$ cat src/hw/toc_pkg.sv
/*
 Constants for the output compare channel: register map, field positions,
 reset values and mode encodings.
 Assumes a 32-bit APB slave with one aligned word per register.
*/
package toc_pkg;

  // Register byte addresses
  localparam logic [7:0] TOC_ADDR_CTRL   = 8'h00;
  localparam logic [7:0] TOC_ADDR_PRI    = 8'h04;
  localparam logic [7:0] TOC_ADDR_SEC    = 8'h08;
  localparam logic [7:0] TOC_ADDR_STATUS = 8'h0C;

  // Control field positions
  localparam int TOC_BIT_IDLE_HALT = 13;
  localparam int TOC_BIT_FAULT     = 4;
  localparam int TOC_BIT_TBSEL     = 3;
  localparam int TOC_MODE_LSB      = 0;

  // Writable control bits: 13, 3, 2..0
  localparam logic [15:0] TOC_CTRL_WMASK = 16'h200F;
  localparam logic [15:0] TOC_CTRL_RST   = 16'h0000;
  localparam logic [15:0] TOC_CMP_RST    = 16'h0000;

  typedef enum logic [2:0] {
    TOC_M_OFF    = 3'h0,
    TOC_M_HIGH1  = 3'h1,
    TOC_M_LOW1   = 3'h2,
    TOC_M_TOGGLE = 3'h3,
    TOC_M_PULSE1 = 3'h4,
    TOC_M_PULSEN = 3'h5,
    TOC_M_PWM    = 3'h6,
    TOC_M_PWMF   = 3'h7
  } toc_mode_e;

endpackage

$ cat src/hw/toc_edge.sv
/*
 Edge detector: one-cycle pulses on rising and falling edges of a level.
 Assumes the input is synchronous to the clock.
*/
module toc_edge (
  // Clock and reset
  input  wire logic pclk,
  input  wire logic presetn,
  // Level in, edges out
  input  wire logic level,
  output logic      rise,
  output logic      fall
);
  logic prev_ff;

  always_ff @(posedge pclk or negedge presetn) begin
    if (!presetn) begin
      prev_ff <= 1'b0;
    end else begin
      prev_ff <= level;
    end
  end

  assign rise = level & ~prev_ff;
  assign fall = ~level & prev_ff;
endmodule

$ cat src/hw/toc_channel.sv
/*
 Output compare channel with APB register access. Compares one of two
 shared timer counts with two compare values and drives the output pin.
 Assumes timer counts and their period-rollover pulses arrive synchronous
 to pclk; the fault input is active low and synchronous.
*/
module toc_channel
  import toc_pkg::*;
(
  // APB
  input  wire logic        pclk,
  input  wire logic        presetn,
  input  wire logic        psel,
  input  wire logic        penable,
  input  wire logic        pwrite,
  input  wire logic [7:0]  paddr,
  input  wire logic [31:0] pwdata,
  output logic      [31:0] prdata,
  output logic             pready,
  output logic             pslverr,
  // Shared timers
  input  wire logic [15:0] timer_a_count,
  input  wire logic        timer_a_rollover,
  input  wire logic [15:0] timer_b_count,
  input  wire logic        timer_b_rollover,
  // System
  input  wire logic        cpu_idle,
  input  wire logic        fault_input_a_n,
  // Pin and events
  output logic             compare_output_pin,
  output logic             compare_output_en,
  output logic             compare_irq
);
  import toc_pkg::*;

  logic [15:0] ctrl_ff;
  logic [15:0] pri_ff;
  logic [15:0] sec_ff;
  logic [15:0] duty_ff;
  logic        fault_status_ff;
  logic        pin_ff;
  logic        armed_ff;
  logic        irq_ff;
  logic [31:0] prdata_ff;
  logic        mode_wr;
  logic [2:0]  compare_mode;
  logic        run;
  logic [15:0] count;
  logic        rollover;
  logic        match_pri;
  logic        match_sec;
  logic        pin_rise;
  logic        pin_fall;
  logic        fault_fall;
  logic        wr_en;
  logic        rd_en;
  logic        addr_ok;
  logic        init_ff;
  logic        ev_rise;
  logic        ev_fall;

  assign wr_en   = psel & penable & pwrite;
  assign rd_en   = psel & ~penable & ~pwrite;
  assign addr_ok = (paddr == TOC_ADDR_CTRL) | (paddr == TOC_ADDR_PRI) |
                   (paddr == TOC_ADDR_SEC)  | (paddr == TOC_ADDR_STATUS);
  assign pready  = 1'b1;
  assign pslverr = psel & penable & ~addr_ok;
  assign prdata  = prdata_ff;
  assign mode_wr = wr_en & (paddr == TOC_ADDR_CTRL);

  assign compare_mode = ctrl_ff[TOC_MODE_LSB +: 3];
  assign run      = ~(ctrl_ff[TOC_BIT_IDLE_HALT] & cpu_idle);
  assign count    = ctrl_ff[TOC_BIT_TBSEL] ? timer_b_count : timer_a_count;
  assign rollover = ctrl_ff[TOC_BIT_TBSEL] ? timer_b_rollover : timer_a_rollover;
  assign match_pri = run & (count == pri_ff);
  assign match_sec = run & (count == sec_ff);

  // Control, write masking of unimplemented bits
  always_ff @(posedge pclk or negedge presetn) begin
    if (!presetn) begin
      ctrl_ff <= TOC_CTRL_RST;
    end else if (mode_wr) begin
      ctrl_ff <= pwdata[15:0] & TOC_CTRL_WMASK;
    end
  end

  always_ff @(posedge pclk or negedge presetn) begin
    if (!presetn) begin
      pri_ff <= TOC_CMP_RST;
      sec_ff <= TOC_CMP_RST;
    end else if (wr_en) begin
      if (paddr == TOC_ADDR_PRI) begin
        pri_ff <= pwdata[15:0];
      end
      if (paddr == TOC_ADDR_SEC) begin
        sec_ff <= pwdata[15:0];
      end
    end
  end

  // Read data registered in setup so it is stable in access
  always_ff @(posedge pclk or negedge presetn) begin
    if (!presetn) begin
      prdata_ff <= 32'h0000_0000;
    end else if (rd_en) begin
      case (paddr)
        TOC_ADDR_CTRL: prdata_ff <= {16'h0000, ctrl_ff[15:5], fault_status_ff,
                                     ctrl_ff[3:0]};
        TOC_ADDR_PRI:  prdata_ff <= {16'h0000, pri_ff};
        TOC_ADDR_SEC:  prdata_ff <= {16'h0000, sec_ff};
        TOC_ADDR_STATUS: prdata_ff <= {29'h0000_0000, armed_ff, compare_output_en, pin_ff};
        default:       prdata_ff <= 32'h0000_0000;
      endcase
    end
  end

  // Duty buffer reloads at period boundaries and on control writes to avoid glitched cycles
  always_ff @(posedge pclk or negedge presetn) begin
    if (!presetn) begin
      duty_ff <= TOC_CMP_RST;
    end else if (mode_wr || (run && rollover)) begin
      duty_ff <= sec_ff;
    end
  end

  toc_edge u_fault_edge (
    .pclk    (pclk),
    .presetn (presetn),
    .level   (fault_input_a_n),
    .rise    (),
    .fall    (fault_fall)
  );

  // Fault latch: a mode rewrite clears it only once the fault is gone
  always_ff @(posedge pclk or negedge presetn) begin
    if (!presetn) begin
      fault_status_ff <= 1'b0;
    end else if (compare_mode == TOC_M_PWMF && !fault_input_a_n && run) begin
      fault_status_ff <= 1'b1;
    end else if (mode_wr && fault_input_a_n) begin
      fault_status_ff <= 1'b0;
    end
  end

  // Pin sequencer; armed_ff marks a one-shot still waiting
  always_ff @(posedge pclk or negedge presetn) begin
    if (!presetn) begin
      pin_ff   <= 1'b0;
      armed_ff <= 1'b0;
    end else if (mode_wr) begin
      armed_ff <= 1'b1;
      case (pwdata[2:0])
        TOC_M_OFF:    pin_ff <= 1'b0;
        TOC_M_HIGH1:  pin_ff <= 1'b0;
        TOC_M_LOW1:   pin_ff <= 1'b1;
        TOC_M_TOGGLE: pin_ff <= pin_ff;
        TOC_M_PULSE1: pin_ff <= 1'b0;
        TOC_M_PULSEN: pin_ff <= 1'b0;
        TOC_M_PWM:    pin_ff <= (pri_ff != 16'h0000);
        TOC_M_PWMF:   pin_ff <= (pri_ff != 16'h0000) & fault_input_a_n;
        default:      pin_ff <= 1'b0;
      endcase
    end else if (run) begin
      case (compare_mode)
        TOC_M_HIGH1: begin
          if (armed_ff && match_pri) begin
            pin_ff   <= 1'b1;
            armed_ff <= 1'b0;
          end
        end
        TOC_M_LOW1: begin
          if (armed_ff && match_pri) begin
            pin_ff   <= 1'b0;
            armed_ff <= 1'b0;
          end
        end
        TOC_M_TOGGLE: begin
          if (match_pri) begin
            pin_ff <= ~pin_ff;
          end
        end
        TOC_M_PULSE1: begin
          if (armed_ff && match_pri) begin
            pin_ff <= 1'b1;
          end else if (armed_ff && pin_ff && match_sec) begin
            pin_ff   <= 1'b0;
            armed_ff <= 1'b0;
          end
        end
        TOC_M_PULSEN: begin
          if (match_pri) begin
            pin_ff <= 1'b1;
          end else if (match_sec) begin
            pin_ff <= 1'b0;
          end
        end
        TOC_M_PWM, TOC_M_PWMF: begin
          if (compare_mode == TOC_M_PWMF && (fault_status_ff || !fault_input_a_n)) begin
            pin_ff <= 1'b0;
          end else if (rollover) begin
            pin_ff <= (sec_ff != 16'h0000);
          end else if (count == duty_ff) begin
            pin_ff <= 1'b0;
          end
        end
        default: pin_ff <= 1'b0;
      endcase
    end
  end

  toc_edge u_pin_edge (
    .pclk    (pclk),
    .presetn (presetn),
    .level   (pin_ff),
    .rise    (pin_rise),
    .fall    (pin_fall)
  );

  // Pin edges made by a mode write are set-up, not events
  always_ff @(posedge pclk or negedge presetn) begin
    if (!presetn) begin
      init_ff <= 1'b0;
    end else begin
      init_ff <= mode_wr;
    end
  end

  assign ev_rise = pin_rise & ~init_ff;
  assign ev_fall = pin_fall & ~init_ff;

  // Interrupt pulse one cycle after the qualifying edge
  always_ff @(posedge pclk or negedge presetn) begin
    if (!presetn) begin
      irq_ff <= 1'b0;
    end else begin
      case (compare_mode)
        TOC_M_HIGH1:  irq_ff <= ev_rise;
        TOC_M_LOW1:   irq_ff <= ev_fall;
        TOC_M_TOGGLE: irq_ff <= ev_rise | ev_fall;
        TOC_M_PULSE1: irq_ff <= ev_fall;
        TOC_M_PULSEN: irq_ff <= ev_fall;
        TOC_M_PWMF:   irq_ff <= fault_fall & run;
        default:      irq_ff <= 1'b0;
      endcase
    end
  end

  assign compare_output_pin = pin_ff;
  assign compare_output_en  = (compare_mode != TOC_M_OFF);
  assign compare_irq        = irq_ff;

  AST_TBSEL: assert property (@(posedge pclk) disable iff (!presetn)
    ctrl_ff[TOC_BIT_TBSEL] |-> count == timer_b_count)
    else $error("timebase select not honoured");
  AST_OFF: assert property (@(posedge pclk) disable iff (!presetn)
    compare_mode == TOC_M_OFF |-> !compare_output_en && !compare_irq)
    else $error("disabled channel active");
  AST_HIGH1: assert property (@(posedge pclk) disable iff (!presetn)
    compare_mode == TOC_M_HIGH1 && !mode_wr && run && armed_ff && match_pri
    |=> pin_ff ##1 compare_irq)
    else $error("one-shot high missing");
  AST_LOW1: assert property (@(posedge pclk) disable iff (!presetn)
    compare_mode == TOC_M_LOW1 && !mode_wr && run && armed_ff && match_pri
    |=> !pin_ff ##1 compare_irq)
    else $error("one-shot low missing");
  AST_TOGGLE: assert property (@(posedge pclk) disable iff (!presetn)
    compare_mode == TOC_M_TOGGLE && !mode_wr && match_pri |=> pin_ff != $past(pin_ff))
    else $error("toggle missing");
  AST_PWM_NOIRQ: assert property (@(posedge pclk) disable iff (!presetn)
    compare_mode == TOC_M_PWM && $past(compare_mode) == TOC_M_PWM |-> !compare_irq)
    else $error("interrupt in plain pwm");
  AST_FAULT_SET: assert property (@(posedge pclk) disable iff (!presetn)
    compare_mode == TOC_M_PWMF && run && !fault_input_a_n |=> fault_status_ff)
    else $error("fault status not set");
  AST_FAULT_LOW: assert property (@(posedge pclk) disable iff (!presetn)
    fault_status_ff && compare_mode == TOC_M_PWMF && !mode_wr && run |=> !pin_ff)
    else $error("pin driven during fault");
  AST_IDLE: assert property (@(posedge pclk) disable iff (!presetn)
    !run && !mode_wr |=> pin_ff == $past(pin_ff))
    else $error("pin moved while halted");
  AST_RSVD: assert property (@(posedge pclk) disable iff (!presetn)
    (ctrl_ff & ~TOC_CTRL_WMASK) == 16'h0000)
    else $error("reserved control bit set");
  AST_PULSE1_END: assert property (@(posedge pclk) disable iff (!presetn)
    compare_mode == TOC_M_PULSE1 && !mode_wr && run && armed_ff && pin_ff && match_sec &&
    !match_pri |=> !pin_ff ##1 compare_irq)
    else $error("delayed one-shot end missing");
  AST_PULSEN_END: assert property (@(posedge pclk) disable iff (!presetn)
    compare_mode == TOC_M_PULSEN && !mode_wr && run && pin_ff && match_sec && !match_pri
    |=> !pin_ff ##1 compare_irq)
    else $error("pulse train fall missing");
  AST_FAULT_IRQ: assert property (@(posedge pclk) disable iff (!presetn)
    compare_mode == TOC_M_PWMF && run && fault_fall |=> compare_irq)
    else $error("fault interrupt missing");
  AST_PWM_RISE: assert property (@(posedge pclk) disable iff (!presetn)
    compare_mode == TOC_M_PWM && !mode_wr && run && rollover && sec_ff != 16'h0000
    |=> pin_ff)
    else $error("pwm period start missing");

  COV_HIGH1: cover property (@(posedge pclk) compare_mode == TOC_M_HIGH1 && compare_irq);
  COV_PULSEN: cover property (@(posedge pclk) compare_mode == TOC_M_PULSEN && pin_fall);
  COV_PWM: cover property (@(posedge pclk) compare_mode == TOC_M_PWM && pin_rise);
  COV_FAULT: cover property (@(posedge pclk) compare_mode == TOC_M_PWMF && compare_irq);
endmodule

$ cat config.mk
export PLATFORM = sky130hd
export DESIGN_NAME = toc_channel
export DESIGN_NICKNAME = d
export VERILOG_FILES = /design/src/hw/toc_pkg.sv /design/src/hw/toc_edge.sv /design/src/hw/toc_channel.sv
export SDC_FILE = /design/constraint.sdc
export NUM_CORES = 1
export LEC_CHECK = 0
export BUFFER_PORTS_ARGS = -buffer_cell sky130_fd_sc_hd__buf_2
export CAP_MARGIN = 20
export CORE_AREA = 2 2 107 109
export CTS_CLUSTER_SIZE = 10
export DETAILED_ROUTE_END_ITERATION = 8
export DIE_AREA = 0 0 109 111
export SYNTH_ARGS = -nofsm -noshare
export SYNTH_HDL_FRONTEND = slang
export SYNTH_SLANG_ARGS = --single-unit
export TNS_END_PERCENT = 100
$ cat constraint.sdc
create_clock -name pclk -period 6.2 [get_ports pclk]
set_input_delay 0.31 -clock pclk [delete_from_list [all_inputs] [get_ports pclk]]
set_output_delay 0.31 -clock pclk [all_outputs]
set_load 0.05 [all_outputs]
==> results of run 1 <==
-- metal layers --
layer / share of wire / track usage
met4: 0.011 / 0.0368
met2: 0.53 / 0.315
met3: 0.045 / 0.0441
met5: 0 / 0
met1: 0.42 / 0.227
-- flip-flops by register name (all words and copies together) (netlist names) --
signal                count
armed_ff                  1
compare_irq               1
compare_output_pin        1
ctrl_ff                   5
duty_ff                  16
fault_status_ff           1
init_ff                   1
prdata                   16
pri_ff                   16
sec_ff                   16
u_fault_edge.prev_ff      1
u_pin_edge.prev_ff        1
-- power groups by stage --
stage	clock, W	sequential (W)	combinational [W]
2_1_floorplan	0	0.000519	0.0000921
3_3_place_gp	0	0.000522	0.000130
3_5_place_dp	0	0.000522	0.000132
4_1_cts	0.000618	0.000513	0.000132
5_1_grt	0.000642	0.000514	0.000144
6_report	0.000610	0.000513	0.000131
-- placed cells by master, fill, tap and decap left out, drive strengths merged, types with 4 or more instances in the layout --
cell    count
o21ai      21
nand2b      4
a21oi      11
buf        89
inv         6
a22oi      10
xnor2      48
nand4       6
nor4       23
conb       17
clkbuf      9
mux2i      20
nor2       10
nor2b       4
mux2       47
nand2      35
dfrtp      76
-- stage by stage --
step / instance area, um^2 / cells / hold WS [ps] / utilization / power (W)
4_1_cts: 5090 / 613 / 147 / 0.460 / 0.00126
6_report: 5090 / 613 / 160 / 0.460 / 0.00125
5_1_grt: 5090 / 613 / 150 / 0.460 / 0.00130
2_1_floorplan: 4320 / 400 / 14.4 / - / 0.000611
3_3_place_gp: 4750 / 597 / 423 / 0.428 / 0.000652
3_5_place_dp: 4750 / 597 / 441 / 0.428 / 0.000654
-- how the worst max path moves through the flow --
stage / startpoint / end / slack [ps] / depth (start not counted)
6_report: ctrl_ff[3]$_DFFE_PN0N_ / compare_output_pin$_DFFE_PN0P_ / 3200 / 9
5_1_grt: ctrl_ff[3]$_DFFE_PN0N_ / compare_output_pin$_DFFE_PN0P_ / 2990 / 9
4_1_cts: ctrl_ff[3]$_DFFE_PN0N_ / compare_output_pin$_DFFE_PN0P_ / 3200 / 9
3_5_place_dp: ctrl_ff[3]$_DFFE_PN0N_ / compare_output_pin$_DFFE_PN0P_ / 3230 / 9
3_3_place_gp: ctrl_ff[3]$_DFFE_PN0N_ / compare_output_pin$_DFFE_PN0P_ / 3270 / 9
2_1_floorplan: ctrl_ff[3]$_DFFE_PN0N_ / compare_output_pin$_DFFE_PN0P_ / 3820 / 10
-- layout make-up --
type	instances	area share
Inverter	5	0.00368
Multi-Input combinational cell	284	0.430
Clock inverter	7	0.0243
Timing Repair Buffer	89	0.0899
Tap cell	143	0.0351
Clock buffer	9	0.0442
Sequential cell	76	0.373
-- cell families after synthesis --
| kind of cell | share of synthesized area |
|---|---|
| xor gates and xnor gates | 0.101 |
| and+or+nand+nor | 0.119 |
| AOI/OAI and AO/OA | 0.0737 |
| other | 0.00176 |
| DFF | 0.446 |
| muxes | 0.205 |
| buffers and inverters | 0.0540 |
==> impl_results.md, run 1 <==
- Outcome: completed
- Unrepaired setup endpoints after global routing: false
- Netlist cell types: 43
- Number of filler cells placed in the layout: 1059
- GR Util All Layers: 0.181
- Core area: 0.0111 mm^2
- Vias in the first global route: 3298
- Via count: 3154
- R2R setup slack: 3200 ps
- Setup CP Type: reg -> reg
- RR Endpoint: compare_output_pin$_DFFE_PN0P_
- Hold path depth: 1
- Most numerous cell in the Yosys netlist: dfrtp_1
- Initial antenna violation count: 0
- Worst path bufs/invs: 1
- Initial Utilization: 0.385
- Critical path startpoint category: flip-flop
- Critical path capture point type: flip-flop
- Total I/O pin count: 118
- Cell breakdown of the critical path: buf_4 -> mux2i_1 -> xnor2_1 -> nor4_1 -> nand4_1 -> o21ai_0 -> a21oi_1 -> nor3_2 -> mux2_1
- F_max: 334 MHz
- Worst EP required: 6420 ps
- Switching power total: 0.000304 W
- Synth area leader: dfrtp_1
- Setup TNS: 0 ps
- Die Y: 111 um
- PwrDens: 246 mW/mm^2
- Clock root cell: clkbuf_16
- Final ANT Viol Nets: 0
- Worst VDD drop: 143 uV
- R2r worst-path depth: 9
- HPWL after detailed placement: 7800 um
- Drt total wl: 10300 um
- Synth top area share: 0.446
- Cell-internal power: 0.000950 W
- Comb power frac: 0.104
- Mapped Cells: 385
- Die area: 0.0121 mm^2
- Sequential Area: 0.00190 mm^2
- Worst Skew: 3.08 ps
- Sequential share of power: 0.409
- Delay-heaviest family, CP: multiplexers
- Resize count post-CTS: 0
- Worst min-delay path class: in -> reg
- Number of port buffers: 84
- CTS tree: built
- Largest net degree at the start of global routing: 77
- Least-Margin Pin Slew: 955 ps
- MaxCap Viol Count: 0
- Slowest-stage cell, CP: mux2i_1
- Initial DRT Pass Iterations: 4
- Htree depth: 3
- Synth cell count leaders: dfrtp_1, xnor2_1, mux2_2
- Worst stage delay on the critical path: 540 ps
- Final Setup Violations: 0
- Final Max Slew Viols: 0
- Share of layout cells above drive strength 1: 0.353
- Clock network fraction of design power: 0.486
- Tmin final: 3000 ps
- Clk buf depth: 2
- Number of post-CTS setup repair buffers: 0
- R2R Path Start: ctrl_ff[3]$_DFFE_PN0N_
- N_diodes: 0
- Dpl ws: 3230 ps
- Sink Count: 76
- Worst-skew pair later-pin latency: 330 ps
- Leakage power: 2.35 nW
- TritonCTS Buffers: 9
- Seq cells post-synth: 76
- Hold EP: u_fault_edge.prev_ff$_DFF_PN0_
- Multi-input gate area: 0.00219 mm^2
- Final worst slack: 3200 ps
- Worst Path Arrival: 3210 ps
- Final #Nets: 546
- FP Rows: 39
- Synth top area cells: dfrtp_1, mux2_2, xnor2_1
- Hold-fix buffers at CTS: 0
- Drt wl/cell: 16.8 um
- Crit-path max FO: 19
- Layout area overhead: 19.5%
- Reg clk slew, reported paths: 60 ps
- Hold_sp: fault_input_a_n
- Netlist Area Pre-Place: 0.00426 mm^2
- Net Sw Frac: 0.242
- Slew HR: 0.364
- Synth Area per Inst: 11.1 um^2
- Via density: 5.15
- Async set-or-reset flop fraction in the synthesized netlist: 1.00
- First-pass GRT wire length: 16900 um
- Final hold viol count: 0
- Die width: 109 um
- DR DRC count: 0
- Routability Congestion: 0.861
- Global route overflow: 0
- Sequential-to-total area share from yosys stat: 0.446
- Top FF cell, synth: dfrtp_1
- Final worst-path cycle share: 0.483
- Ys Warns: 0
- DRT iter0 DRCs: 116
- EDFF count, synth: 0
No activity file was read; power rests on OpenSTA's default activity.
==> run 2: changes to the inputs <==
==> constraint.sdc (replaced) <==
create_clock -name pclk -period 2.5 [get_ports pclk]
set_input_delay 0.125 -clock pclk [delete_from_list [all_inputs] [get_ports pclk]]
set_output_delay 0.125 -clock pclk [all_outputs]
set_load 0.05 [all_outputs]
==> run 2 against run 1 <==
The run now ends with negative setup slack left. Hold slack lost 130 ps. Largest power group unchanged. Routed wire length grew 4.7%. Sequential share of layout area shrank 1.7 points. Clock skew grew 6.4 ps. Final cell count grew 3.8%.
==> impl_results.md, run 2 (synthesis results as in run 1) <==
- TritonCTS Buffers: 9 (unchanged)
- Reg clk slew, reported paths: 60 ps (about the same)
- Worst path bufs/invs: 2 (was 1)
- Slew HR: 0.569 (was 0.364)
- Final ANT Viol Nets: 0 (unchanged)
- Post-DP Area: 0.00493 mm^2 (was 0.00475 mm^2)
- Critical path startpoint category: flip-flop (unchanged)
- Least-Margin Pin Slew: 647 ps (was 955 ps)
- Unrepaired setup endpoints after global routing: true (was false)
- Share of layout cells above drive strength 1: 0.398 (was 0.353)
- Number of filler cells placed in the layout: 1026 (was 1059)
- Cell breakdown of the critical path: buf_12 -> mux2i_2 -> buf_4 -> xnor2_2 -> nor4_2 -> nand4_1 -> o31ai_1 -> a21oi_1 -> nor3_2 -> mux2_4 (was buf_4 -> mux2i_1 -> xnor2_1 -> nor4_1 -> nand4_1 -> o21ai_0 -> a21oi_1 -> nor3_2 -> mux2_1)
- Sink Count: 76 (unchanged)
- N_diodes: 0 (unchanged)
- Die Y: 111 um (unchanged)
- Drt total wl: 10800 um (was 10300 um)
- FP Rows: 39 (unchanged)
- Via density: 5.21 (was 5.15)
- Clock root cell: clkbuf_16 (unchanged)
- Final Setup Violations: 1 (was 0)
- Final worst-path cycle share: 1.01 (was 0.483)
- Initial DRT Pass Iterations: 4 (unchanged)
- Drt wl/cell: 17.0 um (was 16.8 um)
- Post-layout util: 0.482 (was 0.460)
- MaxCap Viol Count: 0 (unchanged)
- Non-filler cells, final: 636 (was 613)
- Worst Path Arrival: 2750 ps (was 3210 ps)
- Worst VDD drop: 297 uV (was 143 uV)
- Multi-input gate area: 0.00224 mm^2 (was 0.00219 mm^2)
- Outcome: finished with violations (was completed)
- Worst Skew: 9.49 ps (was 3.08 ps)
- Final hold viol count: 0 (unchanged)
- Worst-skew pair later-pin latency: 340 ps (was 330 ps)
- Tmin final: 2530 ps (was 3000 ps)
- Via count: 3311 (was 3154)
- Worst stage delay on the critical path: 410 ps (was 540 ps)
- Final worst slack: -26.4 ps (was 3200 ps)
- Tightest hold margin: 28.8 ps (was 160 ps)
- Critical path capture point type: flip-flop (unchanged)
- Global route overflow: 0 (unchanged)
- Leakage power: 2.48 nW (was 2.35 nW)
- Vias in the first global route: 3536 (was 3298)
- Slowest-stage cell, CP: dfrtp_1 (was mux2i_1)
- Layout area overhead: 25.2% (was 19.5%)
- Most common cell after layout, fill and taps aside: buf_2 (unchanged)
- Die width: 109 um (unchanged)
- Total I/O pin count: 118 (unchanged)
- Largest net degree at the start of global routing: 51 (was 77)
- Number of post-CTS setup repair buffers: 0 (unchanged)
- Number of port buffers: 84 (unchanged)
- DR DRC count: 0 (unchanged)
- F_max: 396 MHz (was 334 MHz)
- DRT iter0 DRCs: 190 (was 116)
- GR Util All Layers: 0.192 (was 0.181)
- HPWL after detailed placement: 8250 um (was 7800 um)
- Initial Utilization: 0.385 (unchanged)
- Delay-heaviest family, CP: simple AND/OR/NAND/NOR gates (was multiplexers)
- PwrDens: 576 mW/mm^2 (was 246 mW/mm^2)
- Htree depth: 3 (unchanged)
- Worst min-delay path class: in -> reg (unchanged)
- CTS tree: built (unchanged)
- Worst EP required: 2720 ps (was 6420 ps)
- Sequential Area: 0.00190 mm^2 (unchanged)
- Initial antenna violation count: 0 (unchanged)
- Setup CP Type: reg -> reg (unchanged)
- Routability Congestion: 0.904 (was 0.861)
- Crit-path max FO: 13 (was 19)
- Clk buf depth: 2 (unchanged)
- Placed cell count: 618 (was 597)
- Final instance area: 0.00534 mm^2 (was 0.00509 mm^2)
- Core area: 0.0111 mm^2 (unchanged)
- First-pass GRT wire length: 17800 um (was 16900 um)
- Final Max Slew Viols: 0 (unchanged)
- Most frequent cells in the layout: buf_2, dfrtp_1, mux2_2 (was buf_2, dfrtp_1, xnor2_1)
- Die area: 0.0121 mm^2 (unchanged)
- Final #Nets: 569 (was 546)
- Violated checks: negative setup slack
[run 2: cell count changes in the layout (fill, tap and decap cells not counted), moves of 2 or more]
cell           delta
xnor2_2           +3
nor4_1            -3
nor4_2            +3
dlygate4sd3_1     +2
buf_12            +2
xnor2_1           -3
buf_4            +18
[run 2: power by group]
| group | leakage, nW | internal (W) | switching (W) | total [W] |
|---|---|---|---|---|
| Sequential | 1.05 | 0.00125 | 0.0000257 | 0.00128 |
| Clock | 0.160 | 0.000910 | 0.000537 | 0.00145 |
| Combinational | 1.27 | 0.000145 | 0.000208 | 0.000353 |
| Total | 2.48 | 0.00230 | 0.000770 | 0.00307 |
[run 2: area by class of cell]
cell class	instances	share of cell area
sequential	76	0.356
clock inverter	6	0.0176
clock buffer	10	0.0448
timing repair buffer	112	0.124
multi-input combinational	284	0.420
inverter	5	0.00352
tap	143	0.0335
[run 2: routing by layer]
layer,GRT usage,part of all wire
met3,0.0423,0.054
met2,0.327,0.52
met5,0,0
met4,0.0786,0.022
met1,0.233,0.40
[run 2: worst register-to-register path: cells and delay by family, from the launching register on]
family	cells	cell delay (ps)
mux	2	540
xor+xnor	1	70
simple gates	3	690
flops	1	410
compound gates	2	330
buf+inv	2	370
[run 2: metrics by stage]
stage / worst slack [ps] / TNS [ps] / power [W]
2_1_floorplan: 116 / 0 / 0.00152
3_3_place_gp: -17.7 / -17.7 / 0.00164
3_5_place_dp: -94.7 / -94.7 / 0.00164
4_1_cts: -39.7 / -39.7 / 0.00311
5_1_grt: -194 / -194 / 0.00318
6_report: -26.4 / -26.4 / 0.00307
[run 2: worst paths after layout]
path / from / end / slack [ps] / depth (start not counted)
worst max-delay path: ctrl_ff[3]$_DFFE_PN0N_ / compare_output_pin$_DFFE_PN0P_ / -30 / 10
worst min-delay path: pwdata[13] / ctrl_ff[13]$_DFFE_PN0N_ / 30 / 3
worst max register to register: ctrl_ff[3]$_DFFE_PN0N_ / compare_output_pin$_DFFE_PN0P_ / -30 / 10
worst min register to register: init_ff$_DFF_PN0_ / compare_irq$_DFF_PN0_ / 450 / 1
max in group asynchronous: presetn / duty_ff[2]$_DFFE_PN0P_ / 1440 / 3
min in group asynchronous: presetn / armed_ff$_DFFE_PN0P_ / 340 / 2
[run 2: repair_timing]
| action | 4_1_cts | 5_1_grt |
|---|---|---|
| gates cloned | 0 | 0 |
| resized for setup | 7 | 4 |
| endpoints found under the setup margin | 1 | 1 |
| pin swaps | 2 | 2 |
| hold buffers | 2 | 0 |
| hold endpoints to repair | 27 | 0 |
